File: src/design/plpc_pkg.sv
`default_nettype none
package plpc_pkg;
  // Clock rate
  localparam int unsigned CLK_MHZ = 250;
  // Register indexes, byte address is four times the index
  localparam logic [4:0] IDX_BASIC_CTRL = 5'h00;
  localparam logic [4:0] IDX_PLL_CTRL = 5'h10;
  localparam logic [4:0] IDX_OSC_CTRL = 5'h11;
  localparam logic [4:0] IDX_SLEEP_CTRL = 5'h18;
  localparam logic [4:0] IDX_PM_EXT = 5'h19;
  localparam logic [4:0] IDX_PM_STAT = 5'h1A;
  localparam logic [4:0] IDX_PHY_CTRL2 = 5'h1F;
  // Field positions
  localparam int unsigned BIT_SOFT_RESET = 15;
  localparam int unsigned BIT_AUTONEG_EN = 12;
  localparam int unsigned BIT_POWER_DOWN = 11;
  localparam int unsigned BIT_PLL_OFF = 4;
  localparam int unsigned BIT_SLOW_OSC = 5;
  localparam int unsigned BIT_SLEEP_DIS = 11;
  localparam int unsigned BIT_LONG_PULSE = 0;
  localparam int unsigned BIT_SAVE_EN = 10;
  localparam int unsigned STAT_RX_EN = 0;
  localparam int unsigned STAT_PLL_EN = 1;
  localparam int unsigned STAT_SLOW_SEL = 2;
  localparam int unsigned STAT_SAVE = 3;
  localparam int unsigned STAT_SLEEP = 4;
  localparam int unsigned STAT_WAKE = 5;
  localparam int unsigned STAT_PDOWN = 6;
  localparam int unsigned STAT_LOWEST = 7;
  localparam int unsigned STAT_LINK = 8;
  localparam int unsigned STAT_ENERGY = 9;
  // Reset values
  localparam logic RST_AUTONEG_EN = 1'b1;
  localparam logic RST_POWER_DOWN = 1'b0;
  localparam logic RST_PLL_OFF = 1'b0;
  localparam logic RST_SLOW_OSC = 1'b0;
  localparam logic RST_SLEEP_DIS = 1'b1;
  localparam logic RST_LONG_PULSE = 1'b0;
  localparam logic RST_SAVE_EN = 1'b0;
  // Timing, in microseconds, and derived cycle counts
  localparam int unsigned LINK_PULSE_US = 16000;
  localparam int unsigned LONG_PULSE_US = 64000;
  localparam int unsigned WAKE_US = 2000;
  localparam int unsigned LINK_PULSE_CYCLES = LINK_PULSE_US * CLK_MHZ;
  localparam int unsigned LONG_PULSE_CYCLES = LONG_PULSE_US * CLK_MHZ;
  localparam int unsigned WAKE_CYCLES = WAKE_US * CLK_MHZ;

  // Byte address compare against four times a register index
  function automatic logic addr_hit(input logic [11:0] addr, input logic [4:0] idx);
    return addr == {5'h00, idx, 2'b00};
  endfunction : addr_hit

  // Byte lane enable for a bit position
  function automatic logic lane_en(input logic [3:0] strb, input int unsigned pos);
    return strb[pos / 8];
  endfunction : lane_en
endpackage : plpc_pkg
`default_nettype wire

File: src/design/plpc_pulse_timer.sv
`timescale 1ns/1ps
`default_nettype none
module plpc_pulse_timer #(
  parameter int unsigned SHORT_CYCLES = 16,
  parameter int unsigned LONG_CYCLES = 64,
  parameter int unsigned W = 32
) (
  // Clock and reset
  input wire logic clk_sys,
  input wire logic rst_b,
  // Control
  input wire logic run,
  input wire logic long_sel,
  // Pulse out
  output logic tick
);
  logic [W-1:0] count;

  // Interval counter, reloaded while stopped so the first pulse comes a full interval in
  always_ff @(posedge clk_sys) begin
    if (!rst_b || !run) begin
      count <= '0;
    end else if (count == W'(long_sel ? LONG_CYCLES - 1 : SHORT_CYCLES - 1)) begin
      count <= '0;
    end else begin
      count <= count + W'(1);
    end
  end

  // One-cycle tick at the end of each interval
  always_ff @(posedge clk_sys) begin
    if (!rst_b) begin
      tick <= 1'b0;
    end else begin
      tick <= run && (count == W'(long_sel ? LONG_CYCLES - 1 : SHORT_CYCLES - 1));
    end
  end
endmodule : plpc_pulse_timer
`default_nettype wire

File: src/design/plpc_top.sv
// Local design decisions: the register offsets and register access over APB.
`timescale 1ns/1ps
`default_nettype none
// Summary of operation
// - Power-saving armed by bit; acts when idle
// - Power-saving keeps transmitter, energy detect, PLL
// - Power-saving enable resets cleared
// - Energy sleep armed by zero; acts when idle
// - PLL-off bit stops PLL during energy sleep
// - Energy sleep sends periodic link pulses
// - Energy sleep disable bit resets to one
// - Power-down bit set enters power-down
// - Power-down stops all but management access; here the crystal input stays enabled unless the slow oscillator is selected
// - Clearing power-down bit leaves power-down
// - Slow-oscillator bit swaps reference for slow clock
// - Slow oscillator plus power-down: lowest power
// - All mode bits reachable over management bus
module plpc_top #(
  parameter int unsigned PULSE_CYCLES = plpc_pkg::LINK_PULSE_CYCLES,
  parameter int unsigned LONG_CYCLES = plpc_pkg::LONG_PULSE_CYCLES,
  parameter int unsigned WAKE_CYCLES = plpc_pkg::WAKE_CYCLES
) (
  // Clock and reset
  input wire logic clk_sys,
  input wire logic rst_b,
  // APB slave
  input wire logic psel,
  input wire logic penable,
  input wire logic pwrite,
  input wire logic [11:0] paddr,
  input wire logic [31:0] pwdata,
  input wire logic [3:0] pstrb,
  output logic [31:0] prdata,
  output logic pready,
  output logic pslverr,
  // Line status
  input wire logic link_up,
  input wire logic energy_det,
  // Transceiver block controls
  output logic rx_path_en,
  output logic tx_path_en,
  output logic energy_det_en,
  output logic pll_en,
  output logic core_func_en,
  output logic ref_slow_sel,
  output logic ref_crystal_input_en,
  output logic autoneg_restart,
  output logic link_pulse,
  output logic soft_reset
);
  import plpc_pkg::*;

  typedef enum logic [2:0] {ST_NORMAL, ST_SAVE, ST_SLEEP, ST_WAKE, ST_PDOWN} plpc_state_type;

  localparam int unsigned WAKE_W = $clog2(WAKE_CYCLES + 1);

  plpc_state_type state;
  plpc_state_type next_state;
  logic autoneg_en;
  logic power_down;
  logic pll_off;
  logic slow_osc;
  logic sleep_dis;
  logic long_pulse;
  logic save_en;
  logic [WAKE_W-1:0] wake_cnt;
  logic setup;
  logic wr;
  logic mapped;
  logic reset_req;
  logic idle;
  logic tick;
  logic [31:0] rd_word;

  // APB phase decode; writes land only in the access cycle with pready high
  assign setup = psel && !penable;
  assign wr = psel && penable && pready && pwrite;
  assign mapped = addr_hit(paddr, IDX_BASIC_CTRL) || addr_hit(paddr, IDX_PLL_CTRL) ||
                  addr_hit(paddr, IDX_OSC_CTRL) || addr_hit(paddr, IDX_SLEEP_CTRL) ||
                  addr_hit(paddr, IDX_PM_EXT) || addr_hit(paddr, IDX_PM_STAT) ||
                  addr_hit(paddr, IDX_PHY_CTRL2);
  assign reset_req = wr && addr_hit(paddr, IDX_BASIC_CTRL) && lane_en(pstrb, BIT_SOFT_RESET) &&
                     pwdata[BIT_SOFT_RESET];

  // Ready and error, one access cycle per transfer
  always_ff @(posedge clk_sys) begin
    if (!rst_b) begin
      pready <= 1'b0;
      pslverr <= 1'b0;
    end else begin
      pready <= setup;
      pslverr <= setup && !mapped;
    end
  end

  // Basic control bits; a software reset returns every mode bit to default
  always_ff @(posedge clk_sys) begin
    if (!rst_b || reset_req) begin
      autoneg_en <= RST_AUTONEG_EN;
      power_down <= RST_POWER_DOWN;
    end else if (wr && addr_hit(paddr, IDX_BASIC_CTRL)) begin
      if (lane_en(pstrb, BIT_AUTONEG_EN)) begin
        autoneg_en <= pwdata[BIT_AUTONEG_EN];
        power_down <= pwdata[BIT_POWER_DOWN];
      end
    end
  end

  // PLL-off and slow-oscillator bits
  always_ff @(posedge clk_sys) begin
    if (!rst_b || reset_req) begin
      pll_off <= RST_PLL_OFF;
      slow_osc <= RST_SLOW_OSC;
    end else begin
      if (wr && addr_hit(paddr, IDX_PLL_CTRL) && lane_en(pstrb, BIT_PLL_OFF)) begin
        pll_off <= pwdata[BIT_PLL_OFF];
      end
      if (wr && addr_hit(paddr, IDX_OSC_CTRL) && lane_en(pstrb, BIT_SLOW_OSC)) begin
        slow_osc <= pwdata[BIT_SLOW_OSC];
      end
    end
  end

  // Low-power arming bits
  always_ff @(posedge clk_sys) begin
    if (!rst_b || reset_req) begin
      sleep_dis <= RST_SLEEP_DIS;
      long_pulse <= RST_LONG_PULSE;
      save_en <= RST_SAVE_EN;
    end else begin
      if (wr && addr_hit(paddr, IDX_SLEEP_CTRL) && lane_en(pstrb, BIT_SLEEP_DIS)) begin
        sleep_dis <= pwdata[BIT_SLEEP_DIS];
      end
      if (wr && addr_hit(paddr, IDX_PM_EXT) && lane_en(pstrb, BIT_LONG_PULSE)) begin
        long_pulse <= pwdata[BIT_LONG_PULSE];
      end
      if (wr && addr_hit(paddr, IDX_PHY_CTRL2) && lane_en(pstrb, BIT_SAVE_EN)) begin
        save_en <= pwdata[BIT_SAVE_EN];
      end
    end
  end

  // Read data mux
  always_comb begin
    rd_word = 32'h0000_0000;
    if (addr_hit(paddr, IDX_BASIC_CTRL)) begin
      rd_word[BIT_AUTONEG_EN] = autoneg_en;
      rd_word[BIT_POWER_DOWN] = power_down;
    end
    if (addr_hit(paddr, IDX_PLL_CTRL)) begin
      rd_word[BIT_PLL_OFF] = pll_off;
    end
    if (addr_hit(paddr, IDX_OSC_CTRL)) begin
      rd_word[BIT_SLOW_OSC] = slow_osc;
    end
    if (addr_hit(paddr, IDX_SLEEP_CTRL)) begin
      rd_word[BIT_SLEEP_DIS] = sleep_dis;
    end
    if (addr_hit(paddr, IDX_PM_EXT)) begin
      rd_word[BIT_LONG_PULSE] = long_pulse;
    end
    if (addr_hit(paddr, IDX_PHY_CTRL2)) begin
      rd_word[BIT_SAVE_EN] = save_en;
    end
    if (addr_hit(paddr, IDX_PM_STAT)) begin
      rd_word[STAT_RX_EN] = rx_path_en;
      rd_word[STAT_PLL_EN] = pll_en;
      rd_word[STAT_SLOW_SEL] = ref_slow_sel;
      rd_word[STAT_SAVE] = state == ST_SAVE;
      rd_word[STAT_SLEEP] = state == ST_SLEEP;
      rd_word[STAT_WAKE] = state == ST_WAKE;
      rd_word[STAT_PDOWN] = state == ST_PDOWN;
      rd_word[STAT_LOWEST] = state == ST_PDOWN && ref_slow_sel;
      rd_word[STAT_LINK] = link_up;
      rd_word[STAT_ENERGY] = energy_det;
    end
  end

  // Read data captured in the setup cycle
  always_ff @(posedge clk_sys) begin
    if (!rst_b) begin
      prdata <= 32'h0000_0000;
    end else if (setup) begin
      prdata <= (pwrite || !mapped) ? 32'h0000_0000 : rd_word;
    end
  end

  // Cable idle: auto-negotiation on and no link
  assign idle = autoneg_en && !link_up;

  // Mode selection; power-down overrides every other mode
  always_comb begin
    next_state = state;
    unique case (state)
      ST_NORMAL: begin
        if (idle && !sleep_dis) begin
          next_state = ST_SLEEP;
        end else if (idle && save_en) begin
          next_state = ST_SAVE;
        end
      end
      ST_SAVE: begin
        if (energy_det) begin
          next_state = ST_WAKE;
        end else if (!idle || !save_en) begin
          next_state = ST_NORMAL;
        end else if (!sleep_dis) begin
          next_state = ST_SLEEP;
        end
      end
      ST_SLEEP: begin
        if (energy_det) begin
          next_state = ST_WAKE;
        end else if (!idle || sleep_dis) begin
          next_state = ST_NORMAL;
        end
      end
      ST_WAKE: begin
        if (link_up || !autoneg_en || wake_cnt == '0) begin
          next_state = ST_NORMAL;
        end
      end
      ST_PDOWN: begin
        if (!power_down) begin
          next_state = ST_NORMAL;
        end
      end
    endcase
    if (power_down) begin
      next_state = ST_PDOWN;
    end
    if (reset_req) begin
      next_state = ST_NORMAL;
    end
  end

  // State register
  always_ff @(posedge clk_sys) begin
    if (!rst_b) begin
      state <= ST_NORMAL;
    end else begin
      state <= next_state;
    end
  end

  // Wake window gives auto-negotiation time to bring the link up
  always_ff @(posedge clk_sys) begin
    if (!rst_b || next_state != ST_WAKE) begin
      wake_cnt <= WAKE_W'(WAKE_CYCLES);
    end else if (wake_cnt != '0) begin
      wake_cnt <= wake_cnt - WAKE_W'(1);
    end
  end

  // Block enables, registered from the next mode
  always_ff @(posedge clk_sys) begin
    if (!rst_b) begin
      rx_path_en <= 1'b1;
      tx_path_en <= 1'b1;
      energy_det_en <= 1'b1;
      pll_en <= 1'b1;
      core_func_en <= 1'b1;
      autoneg_restart <= 1'b0;
    end else begin
      rx_path_en <= next_state == ST_NORMAL || next_state == ST_WAKE;
      tx_path_en <= next_state != ST_PDOWN;
      energy_det_en <= next_state != ST_PDOWN;
      pll_en <= next_state != ST_PDOWN && !(next_state == ST_SLEEP && pll_off);
      core_func_en <= next_state != ST_PDOWN;
      autoneg_restart <= next_state == ST_WAKE && state != ST_WAKE;
    end
  end

  // Reference clock source and software reset pulse
  always_ff @(posedge clk_sys) begin
    if (!rst_b) begin
      ref_slow_sel <= 1'b0;
      ref_crystal_input_en <= 1'b1;
      soft_reset <= 1'b0;
      link_pulse <= 1'b0;
    end else begin
      ref_slow_sel <= slow_osc;
      ref_crystal_input_en <= !slow_osc;
      soft_reset <= reset_req;
      link_pulse <= tick;
    end
  end

  // Link pulse interval timer, runs only in energy sleep
  plpc_pulse_timer #(
    .SHORT_CYCLES(PULSE_CYCLES),
    .LONG_CYCLES(LONG_CYCLES),
    .W(32)
  ) u_pulse (
    .clk_sys(clk_sys),
    .rst_b(rst_b),
    .run(state == ST_SLEEP),
    .long_sel(long_pulse),
    .tick(tick)
  );
endmodule : plpc_top
`default_nettype wire

File: config.mk
export PLATFORM = sky130hd
export DESIGN_NAME = plpc_top
export DESIGN_NICKNAME = d
export VERILOG_FILES = /design/src/design/plpc_pkg.sv /design/src/design/plpc_pulse_timer.sv /design/src/design/plpc_top.sv
export SDC_FILE = /design/constraint.sdc
export NUM_CORES = 1
export LEC_CHECK = 0
export BUFFER_PORTS_ARGS = -buffer_cell sky130_fd_sc_hd__buf_2
export CORE_ASPECT_RATIO = 0.6
export CORE_MARGIN = 2
export CORE_UTILIZATION = 40
export DETAILED_ROUTE_END_ITERATION = 10
export HOLD_SLACK_MARGIN = 0.1
export PLACE_DENSITY = 0.6
export SLEW_MARGIN = 0
export SYNTH_ARGS = -nofsm -noshare
export SYNTH_HDL_FRONTEND = slang
export SYNTH_SLANG_ARGS = --single-unit
File: constraint.sdc
create_clock -name clk_sys -period 5.1 [get_ports clk_sys]
set_input_delay 1.02 -clock clk_sys [delete_from_list [all_inputs] [get_ports clk_sys]]
set_output_delay 1.02 -clock clk_sys [all_outputs]
set_load 0.01 [all_outputs]
==> results.yml <==
timing:
  finClkSkew_ns: 0.00785
  slew_headroom: 0.212
  worstMarginPinSlew_ns: 1.18
  max_freq_mhz: 342
  hold_violations: 0
  maxSlewViolCount: 0
  post-route-min-period_ns: 2.93
  rsz0062_at_grt: "no"
  finalSetupTns_ns: 0
  holdWs_ns: 0.448
  period_share: 0.574
  setup_violations: 0
global_routing:
  antenna_found_initial: 0
  grt_pass1_vias: 3092
  grt_util_all_layers: 0.184
  grt_overflow: 0
  grt_pass1_wl_mm: 15.7
  grt_max_degree: 32
power_and_ir_drop:
  sw_frac_of_total: 0.269
  peakVddDrop_v: 0.000207
  cellLeakagePower_nw: 1.75
  p_sw_w: 0.000447
  power_frac_comb: 0.148
  p_int_w: 0.00121
  clock_power_share: 0.416
  power_frac_seq: 0.436
  p_per_area_mw_per_mm2: 355
  power_w: 0.00166
die:
  start_util: 0.412
  die_x_um: 134
  core_mm2: 0.00988
  io_pins: 99
  die_h_um: 82.2
  fp-row-count: 28
  die_area_mm2: 0.0110
yosys:
  synth_cell_types: 53
  synth_cells: 477
  synth_top_area_share: 0.418
  syn_area_per_cell_um2: 8.54
  syn_area_mm2: 0.00407
  ys_ff_latch: 85
  synthFlopType: "dfxtp_1"
  synth_largest_area_cell: "dfxtp_1"
  ys_warn_count: 0
  synthTopCellsByArea: "dfxtp_1 42%, nor2_1 7.6%, xor2_1 5.8%"
  synth-edff-count: 0
  synth_seq_area_share: 0.418
  synthArstFlopShare: 0
routing:
  drc: 0
  num_vias: 3397
  avgViaCountPerCell: 5.12
  wl_per_cell_um: 14.5
  dr.pass1.iters: 5
  drt_wl_total_mm: 9.64
  ant_nets: 0
  drt_iter0_drc: 279
outcome:
  status: "complete, no violations"
worst_setup_path:
  worst-path-max-fanout: 5
  cp-end-kind: "register"
  reg2reg_slack_ns: 2.31
  path_cells: "buf_2 -> or4_1 -> or3_1 -> or3b_2 -> nor3_1 -> mux2i_1 -> nor2_1"
  cp.arrival_ns: 3.14
  rr_endpoint: "u_pulse.count[6]"
  start_kind: "input port"
  path_class: "input port to register"
  slowest_stage: "or3b_2"
  timing.rr.start: "u_pulse.count[29]"
  critPathMaxStageDelay_ns: 0.55
  cp-startpoint: "paddr[1]"
  cp_data_required_time_ns: 5.32
  worst_r2r_path_depth: 6
layout:
  drive_above_1_share: 0.150
  nNetsFinal: 581
  mostFrequentLayoutCells: "85 x dfxtp_1, 82 x nor2_1, 52 x buf_2"
  diodes: 0
  area_growth_pct: 14.9
  final_common_cell: "dfxtp_1"
hold_path:
  min_to: "u_pulse.count[0]"
  hp-class: "register to register"
  min_from: "u_pulse.count[0]"
  hold_depth: 1
clocking:
  post-cts-setup-buffer-count: 0
  holdBufCountCts: 0
  cts_tree: "yes"
  clk_latency_ns: 0.34
  cts_made_buffers: 9
  cts_resized: 0
  cts_buffer_depth: 2
  path_clk_slew_ns: 0.06
  clkSinkCount: 85
  htreeDepth: 3
  root_buffer: "clkbuf_16"
job:
  maxCapViolations: 0
placement:
  gp_congestion: 0.882
  dp.final_hpwl_mm: 7.22
  portBuffers: 52
-- power groups by stage --
stage / combinational (W) / clock, W / sequential, W
5_1_grt: 0.000277 / 0.000732 / 0.000727
3_5_place_dp: 0.000244 / 0 / 0.000737
6_report: 0.000246 / 0.000690 / 0.000724
2_1_floorplan: 0.000206 / 0 / 0.000721
4_1_cts: 0.000245 / 0.000704 / 0.000722
3_3_place_gp: 0.000240 / 0 / 0.000736
-- stage by stage --
stage | cells | cell area [um^2] | worst slack [ns] | utilization
2_1_floorplan | 495 | 4140 | 2.04 | -
3_3_place_gp | 647 | 4360 | 1.88 | 0.441
3_5_place_dp | 647 | 4360 | 1.84 | 0.441
4_1_cts | 663 | 4680 | 2.20 | 0.473
5_1_grt | 663 | 4680 | 2.03 | 0.473
6_report | 663 | 4680 | 2.17 | 0.473
-- routing by layer --
metal  routed length, um  track usage
met4                  95       0.0695
met5                   0            0
met2                3720        0.248
met1                5290        0.280
met3                 524       0.0440
-- cells by family (layout without fill, tap and decap cells) --
logic type | after synthesis | count (layout) | share of synthesized area
AND/OR/NAND/NOR | 238 | 238 | 0.305
buffers and inverters | 48 | 81 | 0.0642
adder cells (fa/ha/maj) | 4 | 4 | 0.0117
other | 1 | 19 | 0.000921
XOR/XNOR | 48 | 48 | 0.103
flip-flops | 85 | 85 | 0.418
multiplexers | 6 | 6 | 0.0148
AO/OA/AOI/OAI | 47 | 47 | 0.0827
-- worst max-delay path, delay by kind of cell --
family        cells  cell delay, ns
buf+inv           1            0.09
mux               1            0.21
simple gates      5            1.83
-- worst max-delay path by stage --
stage                       end  slack [ns]  cells past startpoint
5_1_grt        u_pulse.count[8]        2.03                      6
4_1_cts              long_pulse        2.20                      7
3_3_place_gp         long_pulse        1.88                      7
2_1_floorplan        long_pulse        2.04                      7
3_5_place_dp         long_pulse        1.84                      7
6_report             long_pulse        2.17                      7
-- cell type report --
type / instances / area [um^2]
clock inverter: 4 / 55.1
tap: 135 / 169
multi-input combinational: 362 / 2180
fill: 992 / 5200
sequential: 85 / 1700
timing repair buffer: 52 / 260
inverter: 13 / 48.8
clock buffer: 12 / 267
-- registers in the layout, summed over array words and instances, names as in the netlist, 3 cells and up --
name / cells
state: 3
u_pulse.count: 32
wake_cnt: 19
prdata: 13
-- cells in the mapped netlist, types with 7 or more instances --
library cell and n:
dfxtp_1 85, nor2_1 82, nand2_1 32, xor2_1 27, nand3_1 24, buf_4 21
xnor2_1 21, inv_1 13, and2_1 11, nor4_1 11, clkbuf_1 10, o21ai_0 10
nand2b_1 9, a22oi_1 8, and4_1 8, nor3_1 8, or4_1 8, and3_1 7
nand4_1 7
(Power assumes the default switching activity.)
